===== src/verilog/pam_pkg.sv =====
// constants, types and register map of the product and sum move executor
package pam_pkg;
    // opcode upper bytes and fixed words
    localparam logic [7:0]  OP_STORE_HIGH = 8'h57;
    localparam logic [7:0]  OP_LOAD_MEM   = 8'h06;
    localparam logic [7:0]  OP_MOVE_PROD  = 8'h16;
    localparam logic [7:0]  OP_STORE_SUM  = 8'h1e;
    localparam logic [7:0]  OP_STORE_PROD = 8'ha9;
    localparam logic [15:0] OP_CC_STORE   = 16'h5648;
    localparam logic [3:0]  EXT_TOP       = 4'h0;
    // condition field codes
    localparam logic [3:0] CC_NEQ = 4'h0, CC_EQ = 4'h1, CC_GT = 4'h2, CC_GEQ = 4'h3;
    localparam logic [3:0] CC_LT = 4'h4, CC_LEQ = 4'h5, CC_HI = 4'h6, CC_HIS = 4'h7;
    localparam logic [3:0] CC_LO = 4'h8, CC_LOS = 4'h9, CC_NOV = 4'ha, CC_OV = 4'hb;
    localparam logic [3:0] CC_NTB = 4'hc, CC_TB = 4'hd, CC_NBP = 4'he, CC_UNC = 4'hf;
    // register byte offsets
    localparam logic [11:0] REG_CTRL   = 12'h000;
    localparam logic [11:0] REG_FLAGS  = 12'h004;
    localparam logic [11:0] REG_SUM    = 12'h008;
    localparam logic [11:0] REG_PROD   = 12'h00c;
    localparam logic [11:0] REG_STATUS = 12'h010;
    // field positions
    localparam int F_N = 0;
    localparam int F_Z = 1;
    localparam int F_C = 2;
    localparam int F_V = 3;
    localparam int F_TB = 4;
    localparam int NFLAGS = 5;
    localparam int SHIFT_W = 4;
    localparam int ST_BUSY = 0;
    localparam int ST_CNT_LSB = 8;
    // reset values
    localparam logic [SHIFT_W-1:0] CTRL_RST = 4'h0;
    localparam logic [NFLAGS-1:0]  FLAGS_RST = 5'h00;
    localparam logic [31:0]        WORD_RST = 32'h0000_0000;
    // sequencer states
    typedef enum logic [1:0] {
        PAM_IDLE = 2'b01,
        PAM_EXEC = 2'b10
    } pam_state_t;
    // decoded operation kinds
    typedef enum logic [2:0] {
        K_NONE, K_STORE_HIGH, K_LOAD_MEM, K_MOVE_PROD,
        K_STORE_SUM, K_CC_STORE, K_STORE_PROD
    } pam_kind_t;
endpackage


===== src/verilog/pam_exec.sv =====
// product and sum register move executor with apb register access
//
// The implementer's own choices: the address map and register access over APB.
`timescale 1ns/1ns
module pam_exec #(
    parameter int CNT_W = 8
) (
    // clock and reset
    input  wire logic             CLK,
    input  wire logic             RST,
    // apb slave
    input  wire logic             PSEL,
    input  wire logic             PENABLE,
    input  wire logic             PWRITE,
    input  wire logic [11:0]      PADDR,
    input  wire logic [31:0]      PWDATA,
    output logic      [31:0]      PRDATA,
    output logic                  PREADY,
    output logic                  PSLVERR,
    // instruction stream
    input  wire logic             INSTR_VALID,
    input  wire logic [15:0]      INSTR_OP,
    input  wire logic [15:0]      INSTR_EXT,
    output logic                  INSTR_READY,
    output logic                  INSTR_DONE,
    // repeat prefix
    input  wire logic             REPEAT_PREFIX,
    input  wire logic [CNT_W-1:0] REPEAT_COUNT,
    // operand addressing unit
    output logic                  ADDR_REQ,
    output logic      [7:0]       ADDR_MODE,
    input  wire logic             LOC_SUM,
    input  wire logic             LOC_HALF_HI,
    input  wire logic             LOC_HALF_LO,
    input  wire logic             LOC_MULT,
    input  wire logic [31:0]      MEM_RDATA,
    // data memory write
    output logic                  MEM_WE,
    output logic                  MEM_WIDE,
    output logic      [31:0]      MEM_WDATA,
    // multiplicand load
    output logic                  MULT_WE,
    output logic      [15:0]      MULT_WDATA,
    // branch input pin
    input  wire logic             BRANCH_IN
);

    pam_pkg::pam_state_t            state_q;
    pam_pkg::pam_state_t            state_d;
    pam_pkg::pam_kind_t             kind_q;
    pam_pkg::pam_kind_t             kind_d;
    logic [3:0]                     cc_q;
    logic [CNT_W-1:0]               cnt_q;
    logic [31:0]                    sum_q;
    logic [31:0]                    prod_q;
    logic [pam_pkg::NFLAGS-1:0]     flags_q;
    logic [pam_pkg::SHIFT_W-1:0]    shift_q;
    logic                           bp_s1_q;
    logic                           bp_s2_q;
    logic                           pready_q;
    logic [31:0]                    prdata_q;
    logic                           pslverr_q;
    logic                           ready_q;
    logic                           done_q;
    logic                           areq_q;
    logic [7:0]                     amode_q;
    logic                           mwe_q;
    logic                           mwide_q;
    logic [31:0]                    mdata_q;
    logic                           twe_q;
    logic [15:0]                    tdata_q;
    logic                           accept;
    logic                           again;
    logic                           apb_fire;
    logic                           apb_wr;
    logic                           hit;
    logic [31:0]                    rd_mux;
    logic [31:0]                    shifted;
    logic                           cc_ok;
    logic                           ex_sum_we;
    logic [31:0]                    ex_sum;
    logic                           ex_nz_we;
    logic [31:0]                    ex_nz_src;
    logic                           ex_half;
    logic                           ex_v_clr;
    logic                           ex_mem_we;
    logic                           ex_mem_wide;
    logic [31:0]                    ex_mem_data;
    logic                           ex_t_we;

    // product shifted by a signed setting
    function automatic logic [31:0] shift_prod(input logic [31:0] p,
                                               input logic [3:0] s);
        logic [3:0] amt;
        amt = 4'h0;
        if (!s[3]) begin
            shift_prod = p << s; // low bits zero filled
        end else begin
            amt = 4'h0 - s;
            shift_prod = $unsigned($signed(p) >>> amt); // sign kept
        end
    endfunction

    assign shifted = shift_prod(prod_q, shift_q); // prod_q only read
    assign accept = INSTR_VALID & ready_q;
    assign again = (state_q == pam_pkg::PAM_EXEC) & (kind_q == pam_pkg::K_STORE_HIGH)
                 & (cnt_q != '0);

    // pin crosses into the core clock first
    always_ff @(posedge CLK) begin
        if (RST) begin
            bp_s1_q <= 1'b0;
            bp_s2_q <= 1'b0;
        end else begin
            bp_s1_q <= BRANCH_IN;
            bp_s2_q <= bp_s1_q;
        end
    end

    // condition evaluation over the flag set and the synchronised branch pin
    always_comb begin
        case (cc_q)
            pam_pkg::CC_NEQ: cc_ok = !flags_q[pam_pkg::F_Z];
            pam_pkg::CC_EQ:  cc_ok = flags_q[pam_pkg::F_Z];
            pam_pkg::CC_GT:  cc_ok = !flags_q[pam_pkg::F_Z] & !flags_q[pam_pkg::F_N];
            pam_pkg::CC_GEQ: cc_ok = !flags_q[pam_pkg::F_N];
            pam_pkg::CC_LT:  cc_ok = flags_q[pam_pkg::F_N];
            pam_pkg::CC_LEQ: cc_ok = flags_q[pam_pkg::F_Z] | flags_q[pam_pkg::F_N];
            pam_pkg::CC_HI:  cc_ok = flags_q[pam_pkg::F_C] & !flags_q[pam_pkg::F_Z];
            pam_pkg::CC_HIS: cc_ok = flags_q[pam_pkg::F_C];
            pam_pkg::CC_LO:  cc_ok = !flags_q[pam_pkg::F_C];
            pam_pkg::CC_LOS: cc_ok = !flags_q[pam_pkg::F_C] | flags_q[pam_pkg::F_Z];
            pam_pkg::CC_NOV: cc_ok = !flags_q[pam_pkg::F_V];
            pam_pkg::CC_OV:  cc_ok = flags_q[pam_pkg::F_V];
            pam_pkg::CC_NTB: cc_ok = !flags_q[pam_pkg::F_TB];
            pam_pkg::CC_TB:  cc_ok = flags_q[pam_pkg::F_TB];
            pam_pkg::CC_NBP: cc_ok = !bp_s2_q;
            default:         cc_ok = 1'b1;
        endcase
    end

    // opcode decode at acceptance
    always_comb begin
        kind_d = pam_pkg::K_NONE;
        if (INSTR_OP == pam_pkg::OP_CC_STORE && INSTR_EXT[15:12] == pam_pkg::EXT_TOP) begin
            kind_d = pam_pkg::K_CC_STORE;
        end else begin
            case (INSTR_OP[15:8])
                pam_pkg::OP_STORE_HIGH: kind_d = pam_pkg::K_STORE_HIGH;
                pam_pkg::OP_LOAD_MEM:   kind_d = pam_pkg::K_LOAD_MEM;
                pam_pkg::OP_MOVE_PROD:  kind_d = pam_pkg::K_MOVE_PROD; // alias shares it
                pam_pkg::OP_STORE_SUM:  kind_d = pam_pkg::K_STORE_SUM;
                pam_pkg::OP_STORE_PROD: kind_d = pam_pkg::K_STORE_PROD;
                default:                kind_d = pam_pkg::K_NONE;
            endcase
        end
    end

    // sequencer next state
    always_comb begin
        state_d = state_q;
        case (state_q)
            pam_pkg::PAM_IDLE: begin
                if (accept) begin
                    state_d = pam_pkg::PAM_EXEC;
                end
            end
            pam_pkg::PAM_EXEC: begin
                if (!again) begin
                    state_d = pam_pkg::PAM_IDLE;
                end
            end
            default: state_d = pam_pkg::PAM_IDLE;
        endcase
    end

    // state, kind and condition held for the execute cycles
    always_ff @(posedge CLK) begin
        if (RST) begin
            state_q <= pam_pkg::PAM_IDLE;
            kind_q <= pam_pkg::K_NONE;
            cc_q <= 4'h0;
            ready_q <= 1'b0;
        end else begin
            state_q <= state_d;
            ready_q <= (state_d == pam_pkg::PAM_IDLE);
            if (accept) begin
                kind_q <= kind_d;
                cc_q <= INSTR_EXT[11:8];
            end
        end
    end

    // repeat counter: loaded by the prefix, consumed by one op
    always_ff @(posedge CLK) begin
        if (RST) begin
            cnt_q <= '0;
        end else if (accept && kind_d != pam_pkg::K_STORE_HIGH) begin
            cnt_q <= '0;
        end else if (again) begin
            cnt_q <= cnt_q - 1'b1; // N+1 passes in all
        end else if (REPEAT_PREFIX && ready_q) begin
            cnt_q <= REPEAT_COUNT;
        end
    end

    // one addressing request per pass, condition or not
    always_ff @(posedge CLK) begin
        if (RST) begin
            areq_q <= 1'b0;
            amode_q <= 8'h00;
        end else begin
            areq_q <= accept | again;
            if (accept) begin
                amode_q <= (kind_d == pam_pkg::K_CC_STORE) ? INSTR_EXT[7:0]
                                                           : INSTR_OP[7:0];
            end
        end
    end

    // execute: what each op does to the sum, flags and memory
    always_comb begin
        ex_sum_we = 1'b0;
        ex_sum = sum_q;
        ex_nz_we = 1'b0;
        ex_nz_src = sum_q;
        ex_half = 1'b0;
        ex_v_clr = 1'b0;
        ex_mem_we = 1'b0;
        ex_mem_wide = 1'b1;
        ex_mem_data = sum_q;
        ex_t_we = 1'b0;
        if (state_q == pam_pkg::PAM_EXEC) begin
            case (kind_q)
                pam_pkg::K_STORE_HIGH: begin
                    ex_nz_src = {16'h0000, shifted[31:16]};
                    ex_half = 1'b1;
                    if (LOC_HALF_HI || LOC_HALF_LO) begin
                        ex_sum_we = 1'b1;
                        ex_nz_we = 1'b1; // half tested at bit 15
                        ex_sum = LOC_HALF_HI ? {shifted[31:16], sum_q[15:0]}
                                             : {sum_q[31:16], shifted[31:16]};
                    end else begin
                        ex_mem_we = 1'b1;
                        ex_mem_wide = 1'b0;
                        ex_mem_data = {16'h0000, shifted[31:16]};
                    end
                end
                pam_pkg::K_LOAD_MEM: begin
                    ex_sum_we = 1'b1;
                    ex_sum = MEM_RDATA;
                    ex_nz_we = 1'b1;
                    ex_nz_src = MEM_RDATA;
                end
                pam_pkg::K_MOVE_PROD: begin
                    ex_sum_we = 1'b1;
                    ex_sum = shifted;
                    ex_nz_we = 1'b1;
                    ex_nz_src = shifted;
                    ex_t_we = !LOC_MULT; // multiplicand onto itself is a no-op
                end
                pam_pkg::K_STORE_SUM: begin
                    ex_nz_we = LOC_SUM;
                    ex_mem_we = !LOC_SUM;
                end
                pam_pkg::K_CC_STORE: begin
                    ex_nz_we = cc_ok & LOC_SUM;
                    ex_mem_we = cc_ok & !LOC_SUM;
                    ex_v_clr = (cc_q == pam_pkg::CC_NOV) | (cc_q == pam_pkg::CC_OV);
                end
                pam_pkg::K_STORE_PROD: begin
                    ex_sum_we = LOC_SUM;
                    ex_sum = prod_q;
                    ex_nz_we = LOC_SUM;
                    ex_nz_src = prod_q;
                    ex_mem_we = !LOC_SUM;
                    ex_mem_data = prod_q;
                end
                default: begin
                    ex_sum_we = 1'b0;
                end
            endcase
        end
    end

    // memory and multiplicand strobes, one cycle after each pass
    always_ff @(posedge CLK) begin
        if (RST) begin
            mwe_q <= 1'b0;
            mwide_q <= 1'b0;
            mdata_q <= pam_pkg::WORD_RST;
            twe_q <= 1'b0;
            tdata_q <= 16'h0000;
            done_q <= 1'b0;
        end else begin
            mwe_q <= ex_mem_we;
            twe_q <= ex_t_we;
            done_q <= (state_q == pam_pkg::PAM_EXEC) & !again;
            if (ex_mem_we) begin
                mwide_q <= ex_mem_wide;
                mdata_q <= ex_mem_data;
            end
            if (ex_t_we) begin
                tdata_q <= MEM_RDATA[15:0];
            end
        end
    end

    // apb handshake: one wait state, answer registered
    assign apb_fire = PSEL & PENABLE & pready_q;
    assign apb_wr = apb_fire & PWRITE & !pslverr_q;
    assign hit = (PADDR == pam_pkg::REG_CTRL) | (PADDR == pam_pkg::REG_FLAGS)
               | (PADDR == pam_pkg::REG_SUM) | (PADDR == pam_pkg::REG_PROD)
               | (PADDR == pam_pkg::REG_STATUS);

    // read mux, unused bits as zero
    always_comb begin
        rd_mux = 32'h0000_0000;
        case (PADDR)
            pam_pkg::REG_CTRL:  rd_mux[pam_pkg::SHIFT_W-1:0] = shift_q;
            pam_pkg::REG_FLAGS: rd_mux[pam_pkg::NFLAGS-1:0] = flags_q;
            pam_pkg::REG_SUM:   rd_mux = sum_q;
            pam_pkg::REG_PROD:  rd_mux = prod_q;
            pam_pkg::REG_STATUS: begin
                rd_mux[pam_pkg::ST_BUSY] = !ready_q;
                rd_mux[pam_pkg::ST_CNT_LSB +: CNT_W] = cnt_q;
            end
            default: rd_mux = 32'h0000_0000;
        endcase
    end

    always_ff @(posedge CLK) begin
        if (RST) begin
            pready_q <= 1'b0;
            prdata_q <= pam_pkg::WORD_RST;
            pslverr_q <= 1'b0;
        end else begin
            pready_q <= PSEL & PENABLE & !pready_q;
            if (PSEL && PENABLE && !pready_q) begin
                prdata_q <= PWRITE ? 32'h0000_0000 : rd_mux;
                pslverr_q <= !hit | (PWRITE & (PADDR == pam_pkg::REG_STATUS));
            end else begin
                pslverr_q <= 1'b0;
            end
        end
    end

    // shift setting written by software only
    always_ff @(posedge CLK) begin
        if (RST) begin
            shift_q <= pam_pkg::CTRL_RST;
        end else if (apb_wr && PADDR == pam_pkg::REG_CTRL) begin
            shift_q <= PWDATA[pam_pkg::SHIFT_W-1:0];
        end
    end

    // product: software seed only, moves never write it
    always_ff @(posedge CLK) begin
        if (RST) begin
            prod_q <= pam_pkg::WORD_RST;
        end else if (apb_wr && PADDR == pam_pkg::REG_PROD) begin
            prod_q <= PWDATA;
        end
    end

    // sum register: execution wins over a software write
    always_ff @(posedge CLK) begin
        if (RST) begin
            sum_q <= pam_pkg::WORD_RST;
        end else if (ex_sum_we) begin
            sum_q <= ex_sum;
        end else if (apb_wr && PADDR == pam_pkg::REG_SUM) begin
            sum_q <= PWDATA;
        end
    end

    // flags: hardware update wins so no result is lost
    always_ff @(posedge CLK) begin
        if (RST) begin
            flags_q <= pam_pkg::FLAGS_RST;
        end else begin
            if (apb_wr && PADDR == pam_pkg::REG_FLAGS) begin
                flags_q <= PWDATA[pam_pkg::NFLAGS-1:0];
            end
            if (ex_nz_we) begin
                flags_q[pam_pkg::F_N] <= ex_half ? ex_nz_src[15] : ex_nz_src[31];
                flags_q[pam_pkg::F_Z] <= ex_half ? (ex_nz_src[15:0] == 16'h0000)
                                                 : (ex_nz_src == 32'h0000_0000);
            end
            if (ex_v_clr) begin
                flags_q[pam_pkg::F_V] <= 1'b0;
            end
        end
    end

    // outputs straight from flops
    assign PRDATA = prdata_q;
    assign PREADY = pready_q;
    assign PSLVERR = pslverr_q;
    assign INSTR_READY = ready_q;
    assign INSTR_DONE = done_q;
    assign ADDR_REQ = areq_q;
    assign ADDR_MODE = amode_q;
    assign MEM_WE = mwe_q;
    assign MEM_WIDE = mwide_q;
    assign MEM_WDATA = mdata_q;
    assign MULT_WE = twe_q;
    assign MULT_WDATA = tdata_q;

endmodule


===== config.mk =====
export PLATFORM = sky130hd
export DESIGN_NAME = pam_exec
export DESIGN_NICKNAME = d
export VERILOG_FILES = /design/src/verilog/pam_pkg.sv /design/src/verilog/pam_exec.sv
export SDC_FILE = /design/constraint.sdc
export NUM_CORES = 1
export LEC_CHECK = 0
export BUFFER_PORTS_ARGS = -buffer_cell sky130_fd_sc_hd__buf_2
export CAP_MARGIN = 20
export CORE_UTILIZATION = 40
export DETAILED_ROUTE_END_ITERATION = 6
export PLACE_DENSITY_LB_ADDON = 0.25
export SLEW_MARGIN = 30
export SYNTH_ARGS = -nofsm -noshare
export SYNTH_HDL_FRONTEND = slang
export SYNTH_SLANG_ARGS = --single-unit

===== constraint.sdc =====
create_clock -name CLK -period 4 [get_ports CLK]
set_input_delay 0.4 -clock CLK [delete_from_list [all_inputs] [get_ports CLK]]
set_output_delay 0.4 -clock CLK [all_outputs]
set_load 0.01 [all_outputs]

## After elaboration in Yosys (flattened, before gate mapping)

Index checks and enable logic that the tools add are counted.
Widths: inputs -> output; s select.

- Bitwise logic cells: 24
- Shifts and indexed selects: 2
- Reduce and logical (&&, ||, !) cells: 39
- Eq/ne operators: 40
- Multiplexer cells: 48
- $add $sub $neg: 2

Operators with widths:

| operator | count |
|---|---|
| $mux 32 | 10 |
| $pmux 32 s4 | 2 |
| $pmux 32 s2 | 1 |
| $logic_not 32->1 | 1 |
| $pmux 16 s2 | 1 |
| $shl 32x4->32 | 1 |
| $sshr 32x4->32 | 1 |
| $eq 4x4->1 const B | 7 |
| $eq 12x4->1 const B | 2 |
| $mux 8 | 3 |
| $pmux 8 s3 | 1 |
| $eq 16x15->1 const B | 1 |
| $eq 4x3->1 const B | 4 |
| $eq 8x5->1 const B | 2 |
| $logic_not 16->1 | 1 |
| $mux 1 | 15 |
| $pmux 1 s15 | 1 |
| $pmux 3 s5 | 1 |
| $and 1x1->1 | 14 |
| $logic_not 1->1 | 13 |
| $eq 12x3->1 const B | 1 |
| $eq 12x5->1 const B | 1 |
| $eq 3x3->1 const B | 4 |
| $logic_not 12->1 | 1 |
| other kinds (33) | 66 |

- Logic and storage cells: 180
- Register bits after elaboration: 188
- Output and inout port bits: 96

## Depth between registers and ports, before layout

Gate-level depths: netlist (run 1).

- Depth after elaboration: 8
- Mapped depth: 17
- Mapped depth without buffers: 10

## Least setup slack after synthesis (run 1)

No wires, ideal clock.

- Path type: register to register
- Start: register shift_q[0] in the netlist's numbering
- End: register flags_q[1] in the netlist's numbering
- Setup time: 91 ps
- Stages on the path, launching flop included: 16
- Path buffers: 7
- Arrival time: 4,193 ps
- Slack: -283 ps
- Cell sequence: dfxtp_1 > buf_4 > clkinv_1 > clkbuf_1 > clkbuf_1 > ha_1 > buf_4 > buf_4 > buf_4 > buf_1 > mux4_2 > a211o_1 > nor4_1 > nand4_1 > a2111o_1 > a311oi_1

- Word-level cells in the longest chain between the ends: 8
- Elaborated cells between the ends (all ways): 10

RTL lines:

| element | line | RTL |
|---|---|---|
| from (decl) | pam_exec.sv:57 | `logic [pam_pkg::SHIFT_W-1:0] shift_q;` |
| from (signal assigned) | pam_exec.sv:351 | `shift_q <= pam_pkg::CTRL_RST;` |
| from (signal assigned) | pam_exec.sv:353 | `shift_q <= PWDATA[pam_pkg::SHIFT_W-1:0];` |
| $sub 1x4->4 | pam_exec.sv:99 | `amt = 4'h0 - s;` |
| $sshr 32x4->32 | pam_exec.sv:100 | `shift_prod = $unsigned($signed(p) >>> amt);` |
| $mux 32 (*) | pam_exec.sv:96 | `if (!s[3]) begin` |
| $pmux 32 s4 (*) | pam_exec.sv:234 | `case (kind_q)` |
| $mux 32 (*) | pam_exec.sv:233 | `if (state_q == pam_pkg::PAM_EXEC) begin` |
| $logic_not 32->1 or $logic_not 16->1 (tied branches) | pam_exec.sv:388, pam_exec.sv:387 |  |
| $mux 1 (*) | pam_exec.sv:387 | `flags_q[pam_pkg::F_Z] <= ex_half ? (ex_nz_src[15:0] == 16'h0000)` |
| $mux 2 (*) | pam_exec.sv:385 | `if (ex_nz_we) begin` |
| to (signal assigned) | pam_exec.sv:383 | `flags_q <= PWDATA[pam_pkg::NFLAGS-1:0];` |
| to (signal, indexed assignment) | pam_exec.sv:386 | `flags_q[pam_pkg::F_N] <= ex_half ? ex_nz_src[15] : ex_nz_src[31];` |
| to (signal, indexed assignment) | pam_exec.sv:387 |  |
| to (decl) | pam_exec.sv:56 | `logic [pam_pkg::NFLAGS-1:0] flags_q;` |

Mark *: on every way between the ends. The rest lies on a longest branch, timed or not.
A chain may end at the register's enable or synchronous reset.

## Final worst setup path (run 1)

- Start: register shift_q[2] in the netlist's numbering
- End: register flags_q[1] in the netlist's numbering

Same word-level chain as after synthesis.

==> results of run 1 <==
final timing paths:
kind,startpoint,endpoint,slack [ps],cells after the start
worst max register to register,shift_q[2],flags_q[1],320,9
worst min register to register,PRDATA[1],PRDATA[1],450,2
worst min-delay path,BRANCH_IN,bp_s1_q,150,2
worst max-delay path,shift_q[2],flags_q[1],320,9
per-layer routing:
layer	vias to the layer above	routed length (um)	GRT usage
met2	882	23000	0.484
met5	-	0	0
li1	6147	-	-
met4	0	2130	0.140
met3	151	5680	0.0736
met1	6521	22600	0.439
per-stage QoR:
stage	setup WS, ps	hold slack (ps)
6_report	323	152
3_5_place_dp	412	428
2_1_floorplan	21.8	414
4_1_cts	379	144
3_3_place_gp	432	438
5_1_grt	199	174
sequential cells by signal, summed over array words and instances (netlist names), 4 cells and up:
| name | count |
|---|---|
| MEM_WDATA | 32 |
| PRDATA | 32 |
| prod_q | 32 |
| sum_q | 32 |
| MULT_WDATA | 16 |
| ADDR_MODE | 8 |
| cnt_q | 8 |
| flags_q | 5 |
| cc_q | 4 |
| shift_q | 4 |
layout make-up:
class                   instances  area [sq um]
diodes                          1          2.50
clock buffers                  18           429
clock inverters                14           129
fillers                      3147         16600
inverters                      13          50.0
multi-input cells            1226          8380
flip-flops and latches        188          3770
well taps                     402           503
repair buffers                290          1650
cell families after synthesis:
| logic type | count (synthesis) | synth area share |
|---|---|---|
| AND/OR/NAND/NOR | 594 | 0.209 |
| AO/OA/AOI/OAI | 434 | 0.223 |
| multiplexers | 191 | 0.210 |
| flip-flops | 188 | 0.294 |
| buffers and inverters | 175 | 0.0571 |
| adder cells (fa/ha/maj) | 5 | 0.00489 |
| XOR/XNOR | 2 | 0.00254 |
power groups by stage:
stage          clock [mW]  combinational, mW  sequential [mW]
6_report             1.70              0.794             2.04
5_1_grt              1.80              0.853             2.05
4_1_cts              1.72              0.774             2.03
3_5_place_dp            0              0.768             2.08
3_3_place_gp            0              0.761             2.08
2_1_floorplan           0              0.517             2.02
worst max-delay path, delay by kind of cell, from the launching register on:
family | cells | cell delay [ps]
flops | 1 | 800
xor+xnor | 1 | 240
simple gates | 2 | 1060
buf+inv | 1 | 230
compound gates | 3 | 550
mux | 2 | 700
layout by cell type (no fill, tap or decap), types with 5 or more instances in the layout:
| master | Yosys | final |
|---|---|---|
| nor2_1 | 202 | 201 |
| a221oi_1 | 10 | 9 |
| nand3b_1 | 6 | 6 |
| a211oi_1 | 65 | 65 |
| mux4_2 | 57 | 57 |
| clkbuf_16 | 0 | 17 |
| o22ai_1 | 16 | 16 |
| nand2_1 | 204 | 204 |
| dfxtp_1 | 188 | 184 |
| a311oi_1 | 13 | 13 |
| or4_1 | 5 | 5 |
| o31ai_1 | 5 | 5 |
| o21a_1 | 6 | 6 |
| and3_1 | 5 | 5 |
| o211ai_1 | 6 | 6 |
| nor4_1 | 16 | 16 |
| buf_4 | 12 | 66 |
| a31oi_1 | 7 | 7 |
| nor3_1 | 45 | 42 |
| inv_1 | 12 | 12 |
| or3_1 | 9 | 9 |
| mux2i_1 | 90 | 90 |
| o221ai_1 | 10 | 10 |
| nand3_1 | 30 | 30 |
| or2_2 | 12 | 12 |
| buf_2 | 11 | 221 |
| mux2_2 | 44 | 44 |
| nor2b_1 | 19 | 19 |
| a21oi_1 | 130 | 129 |
| a22oi_1 | 56 | 56 |
| o21ai_0 | 62 | 61 |
| nand2b_1 | 13 | 13 |
| nand4_1 | 5 | 5 |
| and2_1 | 5 | 5 |
==> flow_summary.json, run 1 <==
{
  "root_buffer": "clkbuf_16",
  "die_h_um": 181,
  "fin_cells": 2152,
  "switchingPower_mw": 1.47,
  "io_pins": 224,
  "grt-ovfl-total": 0,
  "crit_required_ps": 4380,
  "post_cts_resized": 0,
  "worst_pin_slew_ps": 998,
  "startpoint_type": "register",
  "fmax_mhz": 272,
  "ys_seq_area_frac": 0.294,
  "rsz0062_at_grt": "no",
  "synth_edf_count": 0,
  "cts_buffer_depth": 2,
  "max_stage_delay_ps": 800,
  "holdBufCountCts": 0,
  "antenna_found_initial": 1,
  "final_antenna_net_count": 0,
  "fin_area_sq_um": 14900,
  "worstPathCellList": "xnor2_2 -> buf_12 -> mux2i_1 -> mux2_2 -> o21bai_1 -> or4_1 -> or4_1 -> a41o_1 -> a311oi_1",
  "synth.avg_cell_area_sq_um": 8.05,
  "htreeDepth": 4,
  "insertion_delay_ps": 470,
  "first_pass_iters": 6,
  "synth_most_common_cell": "nand2_1",
  "status": "finished clean",
  "finalHoldViolCount": 0,
  "synth.top_cell.area_share": 0.294,
  "drv_cap": 0,
  "yosys-top-cells-area": "dfxtp_1 (29%), mux4_2 (10%), mux2i_1 (7.0%)",
  "placed_cell_area_sq_um": 14300,
  "fin_nets": 1869,
  "dieArea_sq_um": 32700,
  "synth_top_cell_by_area": "dfxtp_1",
  "syn_nets": 1722,
  "synth_area_sq_um": 12800,
  "finalCritPeriodShare": 0.919,
  "ir_drop_mv": 0.285,
  "drt_iter0_markers": 1806,
  "core_sq_um": 31500,
  "internal_power_mw": 3.07,
  "finalCriticalPeriod_ps": 3680,
  "area_growth_pct": 16.6,
  "skew_ps": 16.6,
  "combinationalPowerShare": 0.175,
  "final_layout_size_suffix_gt1_frac": 0.263,
  "power_frac_clock": 0.375,
  "async_flop_share": 0,
  "cp.arrival_ps": 4060,
  "wire_per_inst_um": 24.8,
  "first_global_vias": 12800,
  "postSynthRegisterBits": 188,
  "synthFlopType": "dfxtp_1",
  "final_core_util": 0.474,
  "drc_errors": 0,
  "drv_slew": 0,
  "grt_start_max_net_pins": 123,
  "end_kind": "register",
  "dp_cells": 2119,
  "grt_usage": 0.322,
  "p_leak_nw": 5.41,
  "cts_setup_buffers": 0,
  "p_per_area_nw_per_um2": 304,
  "path_clk_slew_ps": 90,
  "dp_hpwl_um": 38400,
  "seqPwrFrac": 0.450,
  "rows": 65,
  "yosys_warnings": 0,
  "crit_type": "register to register",
  "vias_per_cell": 6.37,
  "crit_slowest_cell": "dfxtp_2",
  "port_buffers": 223,
  "swShare": 0.324,
  "cts_buffers": 17,
  "finalWirelength_um": 53500,
  "die_x_um": 181,
  "syn_inst": 1589,
  "fin_tns_setup_ps": 0,
  "relSlewSlack": 0.335,
  "gp_congestion": 1.02,
  "grt_pass1_wl_um": 80200,
  "finalPower_mw": 4.53,
  "cts.sinks": 188,
  "hold_path_class": "input pin to register",
  "cp_common_cell": "or4_1",
  "finalSetupViolCount": 0,
  "synth.distinct_cells": 75,
  "critPathMaxFanout": 26,
  "vias": 13700,
  "start_util": 0.406,
  "synthTopCellsByCount": "nand2_1 (204), nor2_1 (202), dfxtp_1 (188)",
  "tritoncts": "built"
}
Power figures use the tool's default switching activity.
==> run 2: changes to the inputs <==
CORE_UTILIZATION = 52   (was 40)
CTS_BUF_LIST = sky130_fd_sc_hd__clkbuf_16   (was unset)
PLACE_DENSITY = 0.78   (was unset)
PLACE_DENSITY_LB_ADDON = unset   (was 0.25)
==> flow_summary.json, run 2 (same netlist as run 1, synthesis figures left out) <==
{
  "status": "finished with violations",
  "violations": "design-rule violations",
  "drv_cap": 0,
  "root_buffer": "clkbuf_16",
  "dieArea_sq_um": 25200,
  "fin_nets": 1864,
  "path_clk_slew_ps": 90,
  "area_growth_pct": 16.1,
  "io_pins": 224,
  "rows": 57,
  "vias": 14000,
  "finalSetupViolCount": 0,
  "tritoncts": "built",
  "first_pass_iters": 7,
  "relSlewSlack": 0.418,
  "start_util": 0.528,
  "final_layout_size_suffix_gt1_frac": 0.262,
  "drv_slew": 0,
  "cts.sinks": 188,
  "mostFrequentLayoutCells": "buf_2 (222), nand2_1 (204), nor2_1 (201), dfxtp_1 (184), a21oi_1 (129)",
  "rsz0062_at_grt": "no",
  "fin_tns_setup_ps": 0,
  "multi_input_area_sq_um": 8380,
  "dp_hpwl_um": 35900,
  "crit_type": "register to register",
  "cts_buffers": 17,
  "critPathMaxFanout": 14,
  "finalCritPeriodShare": 0.936,
  "timing.final.ws_setup_ps": 254,
  "die_x_um": 159,
  "end_kind": "register",
  "finalHoldViolCount": 0,
  "max_stage_delay_ps": 570,
  "die_h_um": 159,
  "antenna_found_initial": 1,
  "insertion_delay_ps": 460,
  "cp.arrival_ps": 4120,
  "port_buffers": 223,
  "grt_start_max_net_pins": 83,
  "grt_usage": 0.400,
  "grt-ovfl-total": 0,
  "p_leak_nw": 5.42,
  "startpoint_type": "register",
  "vias_per_cell": 6.78,
  "fmax_mhz": 267,
  "grt_pass1_wl_um": 78600,
  "final_common_cell": "buf_2",
  "cp_common_cell": "mux2_2",
  "place_ws_ps": 343,
  "seq_area_sq_um": 3770,
  "crit_required_ps": 4370,
  "final_antenna_net_count": 0,
  "core_sq_um": 24200,
  "wire_per_inst_um": 24.4,
  "p_per_area_nw_per_um2": 316,
  "finalWirelength_um": 50500,
  "cts_buffer_depth": 2,
  "drt_iter0_markers": 2293,
  "htreeDepth": 4,
  "first_global_vias": 13000,
  "reg2reg_slack_ps": 250,
  "ir_drop_mv": 0.298,
  "finalCriticalPeriod_ps": 3750,
  "gp_congestion": 1.08,
  "drc_errors": 8,
  "worstPathCellList": "inv_1 -> ha_2 -> mux2_2 -> mux2_2 -> a221o_1 -> a21oi_1 -> nand4_1 -> or4_1 -> a2111o_1 -> a311oi_1",
  "hold_path_class": "input pin to register",
  "skew_ps": 17.1,
  "worst_pin_slew_ps": 863,
  "crit_slowest_cell": "or4_1",
  "cts_setup_buffers": 0,
  "fillers": 2240
}
run 2: cell count changes in the layout (fill, tap and decap cells not counted), sizes merged:
cell / before / now
clkinv: 4 / 7
clkbuf: 18 / 17
inv: 20 / 21
buf: 290 / 285
clkinvlp: 3 / 0
run 2: final timing paths:
| path | start | to | depth (start not counted) |
|---|---|---|---|
| setup / recovery | shift_q[1] | flags_q[1] | 10 |
| hold / removal | BRANCH_IN | bp_s1_q | 2 |
| hold reg to reg | bp_s1_q | bp_s2_q | 1 |
| setup reg to reg | shift_q[1] | flags_q[1] | 10 |
run 2: repair_timing:
| action | CTS | global route |
|---|---|---|
| setup endpoints to repair | 0 | 1 |
| gates resized for setup | 0 | 1 |
| hold buffers | 0 | 0 |
run 2: worst max-delay path, delay by kind of cell (launching register included):
family	cells	cell delay [ps]
fa+ha+maj	1	560
buf+inv	1	90
simple gates	2	760
mux	2	700
flops	1	350
compound gates	4	1210
run 2: area by class of cell:
| type | instances | area share |
|---|---|---|
| multi-input combinational | 1226 | 0.564 |
| sequential | 188 | 0.254 |
| clock inverter | 15 | 0.0150 |
| clock buffer | 17 | 0.0286 |
| timing repair buffer | 285 | 0.108 |
| antenna | 1 | 0.000168 |
| tap | 324 | 0.0273 |
| inverter | 13 | 0.00337 |
run 2: layer usage:
metal	vias up	global-route usage	part of all wire
met5	-	0	0
met1	6462	0.535	0.39
met2	1157	0.594	0.42
met3	263	0.0951	0.13
li1	6141	-	-
met4	0	0.216	0.061
run 2: metrics by stage:
stage | total power [mW] | utilization | instance area, sq um | hold WS [ps] | cells
after global routing | 4.85 | 0.612 | 14900 | 152 | 2068
after global placement | 2.81 | 0.584 | 14200 | 426 | 2036
final | 4.69 | 0.613 | 14900 | 154 | 2069
after floorplan | 2.54 | - | 12800 | 414 | 1589
after detailed placement | 2.83 | 0.585 | 14200 | 426 | 2036
after CTS | 4.67 | 0.612 | 14800 | 148 | 2068
run 2: where the power goes:
group	leakage [nW]	total (mW)	switching [mW]	internal [mW]
logic	3.59	0.804	0.493	0.310
registers	1.52	2.02	0.0854	1.93
clock network	0.311	1.87	0.987	0.887
==> run 3: changes to the inputs <==
REMOVE_ABC_BUFFERS = 1   (was unset)
==> flow_summary.json, run 3 (same netlist as run 1, synthesis figures left out) <==
{
  "reg2reg_depth": 10,
  "startpoint_type": "register",
  "grt_usage": 0.403,
  "wire_per_inst_um": 24.6,
  "cts.sinks": 188,
  "drv_slew": 0,
  "io_pins": 224,
  "hold_path_class": "input pin to register",
  "port_buffers": 223,
  "end_kind": "register",
  "min_from": "MEM_RDATA[10]",
  "insertion_delay_ps": 450,
  "final_antenna_net_count": 0,
  "final_layout_size_suffix_gt1_frac": 0.270,
  "gp_congestion": 1.04,
  "final_common_cell": "buf_2",
  "rsz0062_at_grt": "no",
  "whs_path_depth": 3,
  "area_growth_pct": 17.0,
  "fin_nets": 1886,
  "rows": 57,
  "cts_buffers": 17,
  "finalWirelength_um": 51500,
  "mostFrequentLayoutCells": "buf_2 (222), nand2_1 (204), nor2_1 (201), dfxtp_1 (184), a21oi_1 (129)",
  "fmax_mhz": 267,
  "post_cts_resized": 0,
  "crit_required_ps": 4350,
  "finalCriticalPeriod_ps": 3740,
  "htreeDepth": 4,
  "cp.arrival_ps": 4090,
  "vias_per_cell": 6.62,
  "drv_cap": 0,
  "grt_pass1_wl_um": 78300,
  "reg2reg_slack_ps": 260,
  "path_clk_slew_ps": 90,
  "dp_hpwl_um": 37700,
  "finalHoldViolCount": 0,
  "hold_ws_ps": 191,
  "drc_errors": 0,
  "cts_buffer_depth": 2,
  "start_util": 0.528,
  "tritoncts": "built",
  "reg2reg_from": "shift_q[0]",
  "skew_ps": 16.1,
  "root_buffer": "clkbuf_16",
  "finalSetupViolCount": 0,
  "min_to": "MULT_WDATA[10]",
  "first_global_vias": 12900,
  "crit_type": "register to register",
  "status": "finished clean",
  "core_sq_um": 24200,
  "grt-ovfl-total": 0,
  "die_h_um": 159,
  "finalCritPeriodShare": 0.935,
  "relSlewSlack": 0.353,
  "fillers": 2196,
  "fin_tns_setup_ps": 0,
  "first_pass_iters": 7,
  "worst_pin_slew_ps": 970,
  "dieArea_sq_um": 25200,
  "ir_drop_mv": 0.242,
  "holdBufCountCts": 0,
  "grt_start_max_net_pins": 119,
  "vias": 13800,
  "p_per_area_nw_per_um2": 305,
  "critPathMaxFanout": 10,
  "rr_endpoint": "flags_q[1]",
  "antenna_found_initial": 1,
  "die_x_um": 159,
  "drt_iter0_markers": 2045,
  "p_leak_nw": 5.50,
  "cts_setup_buffers": 0
}
## run 3: where the power goes
group	internal, mW	switching, mW
registers	1.93	0.0752
logic	0.316	0.499
clock network	0.834	0.909
total	3.08	1.48
## run 3: critical path, stage by stage (launching register included)
cell and delay (ps):
dfxtp_2 350, clkinv_1 90, ha_2 520, mux2_2 410, mux2_2 290, a221o_1 410, a21oi_1 140, nand4_1 170
or4_1 560, a2111o_1 430, a311oi_1 260
## run 3: final cells by class
| class | count | area [sq um] | area share |
|---|---|---|---|
| Tap cell | 324 | 405 | 0.0271 |
| Multi-Input combinational cell | 1226 | 8360 | 0.559 |
| Antenna cell | 1 | 2.50 | 0.000167 |
| Sequential cell | 188 | 3770 | 0.252 |
| Clock inverter | 14 | 150 | 0.0100 |
| Clock buffer | 17 | 425 | 0.0284 |
| Timing Repair Buffer | 307 | 1800 | 0.120 |
| Inverter | 13 | 48.8 | 0.00326 |
## run 3: per-stage QoR
| stage | std cells | util | setup slack (ps) | total power, mW | area [sq um] |
|---|---|---|---|---|---|
| floorplan | 1427 | - | -3400 | 2.49 | 12100 |
| global placement | 2058 | 0.592 | 377 | 2.82 | 14400 |
| CTS | 2089 | 0.617 | 301 | 4.54 | 14900 |
| finish | 2090 | 0.617 | 260 | 4.56 | 15000 |
| global route | 2089 | 0.617 | 111 | 4.71 | 15000 |
| detailed placement | 2058 | 0.593 | 333 | 2.83 | 14400 |
## run 3: routing by layer
layer  global-route usage  vias up  part of all wire
li1                     -     6178                 -
met1                0.566     6584              0.41
met5                    0        -                 0
met3               0.0849      149              0.12
met4                0.154        0             0.037
met2                0.603      927              0.44
## run 3: worst max path at each step
stage                from          to  slack (ps)  depth (start not counted)
2_1_floorplan  shift_q[0]  flags_q[1]       -3400                         10
3_3_place_gp   shift_q[0]  flags_q[1]         380                         10
3_5_place_dp   shift_q[0]  flags_q[1]         330                         10
4_1_cts        shift_q[0]  flags_q[1]         300                         10
5_1_grt        shift_q[0]  flags_q[1]         110                         11
6_report       shift_q[0]  flags_q[1]         260                         10
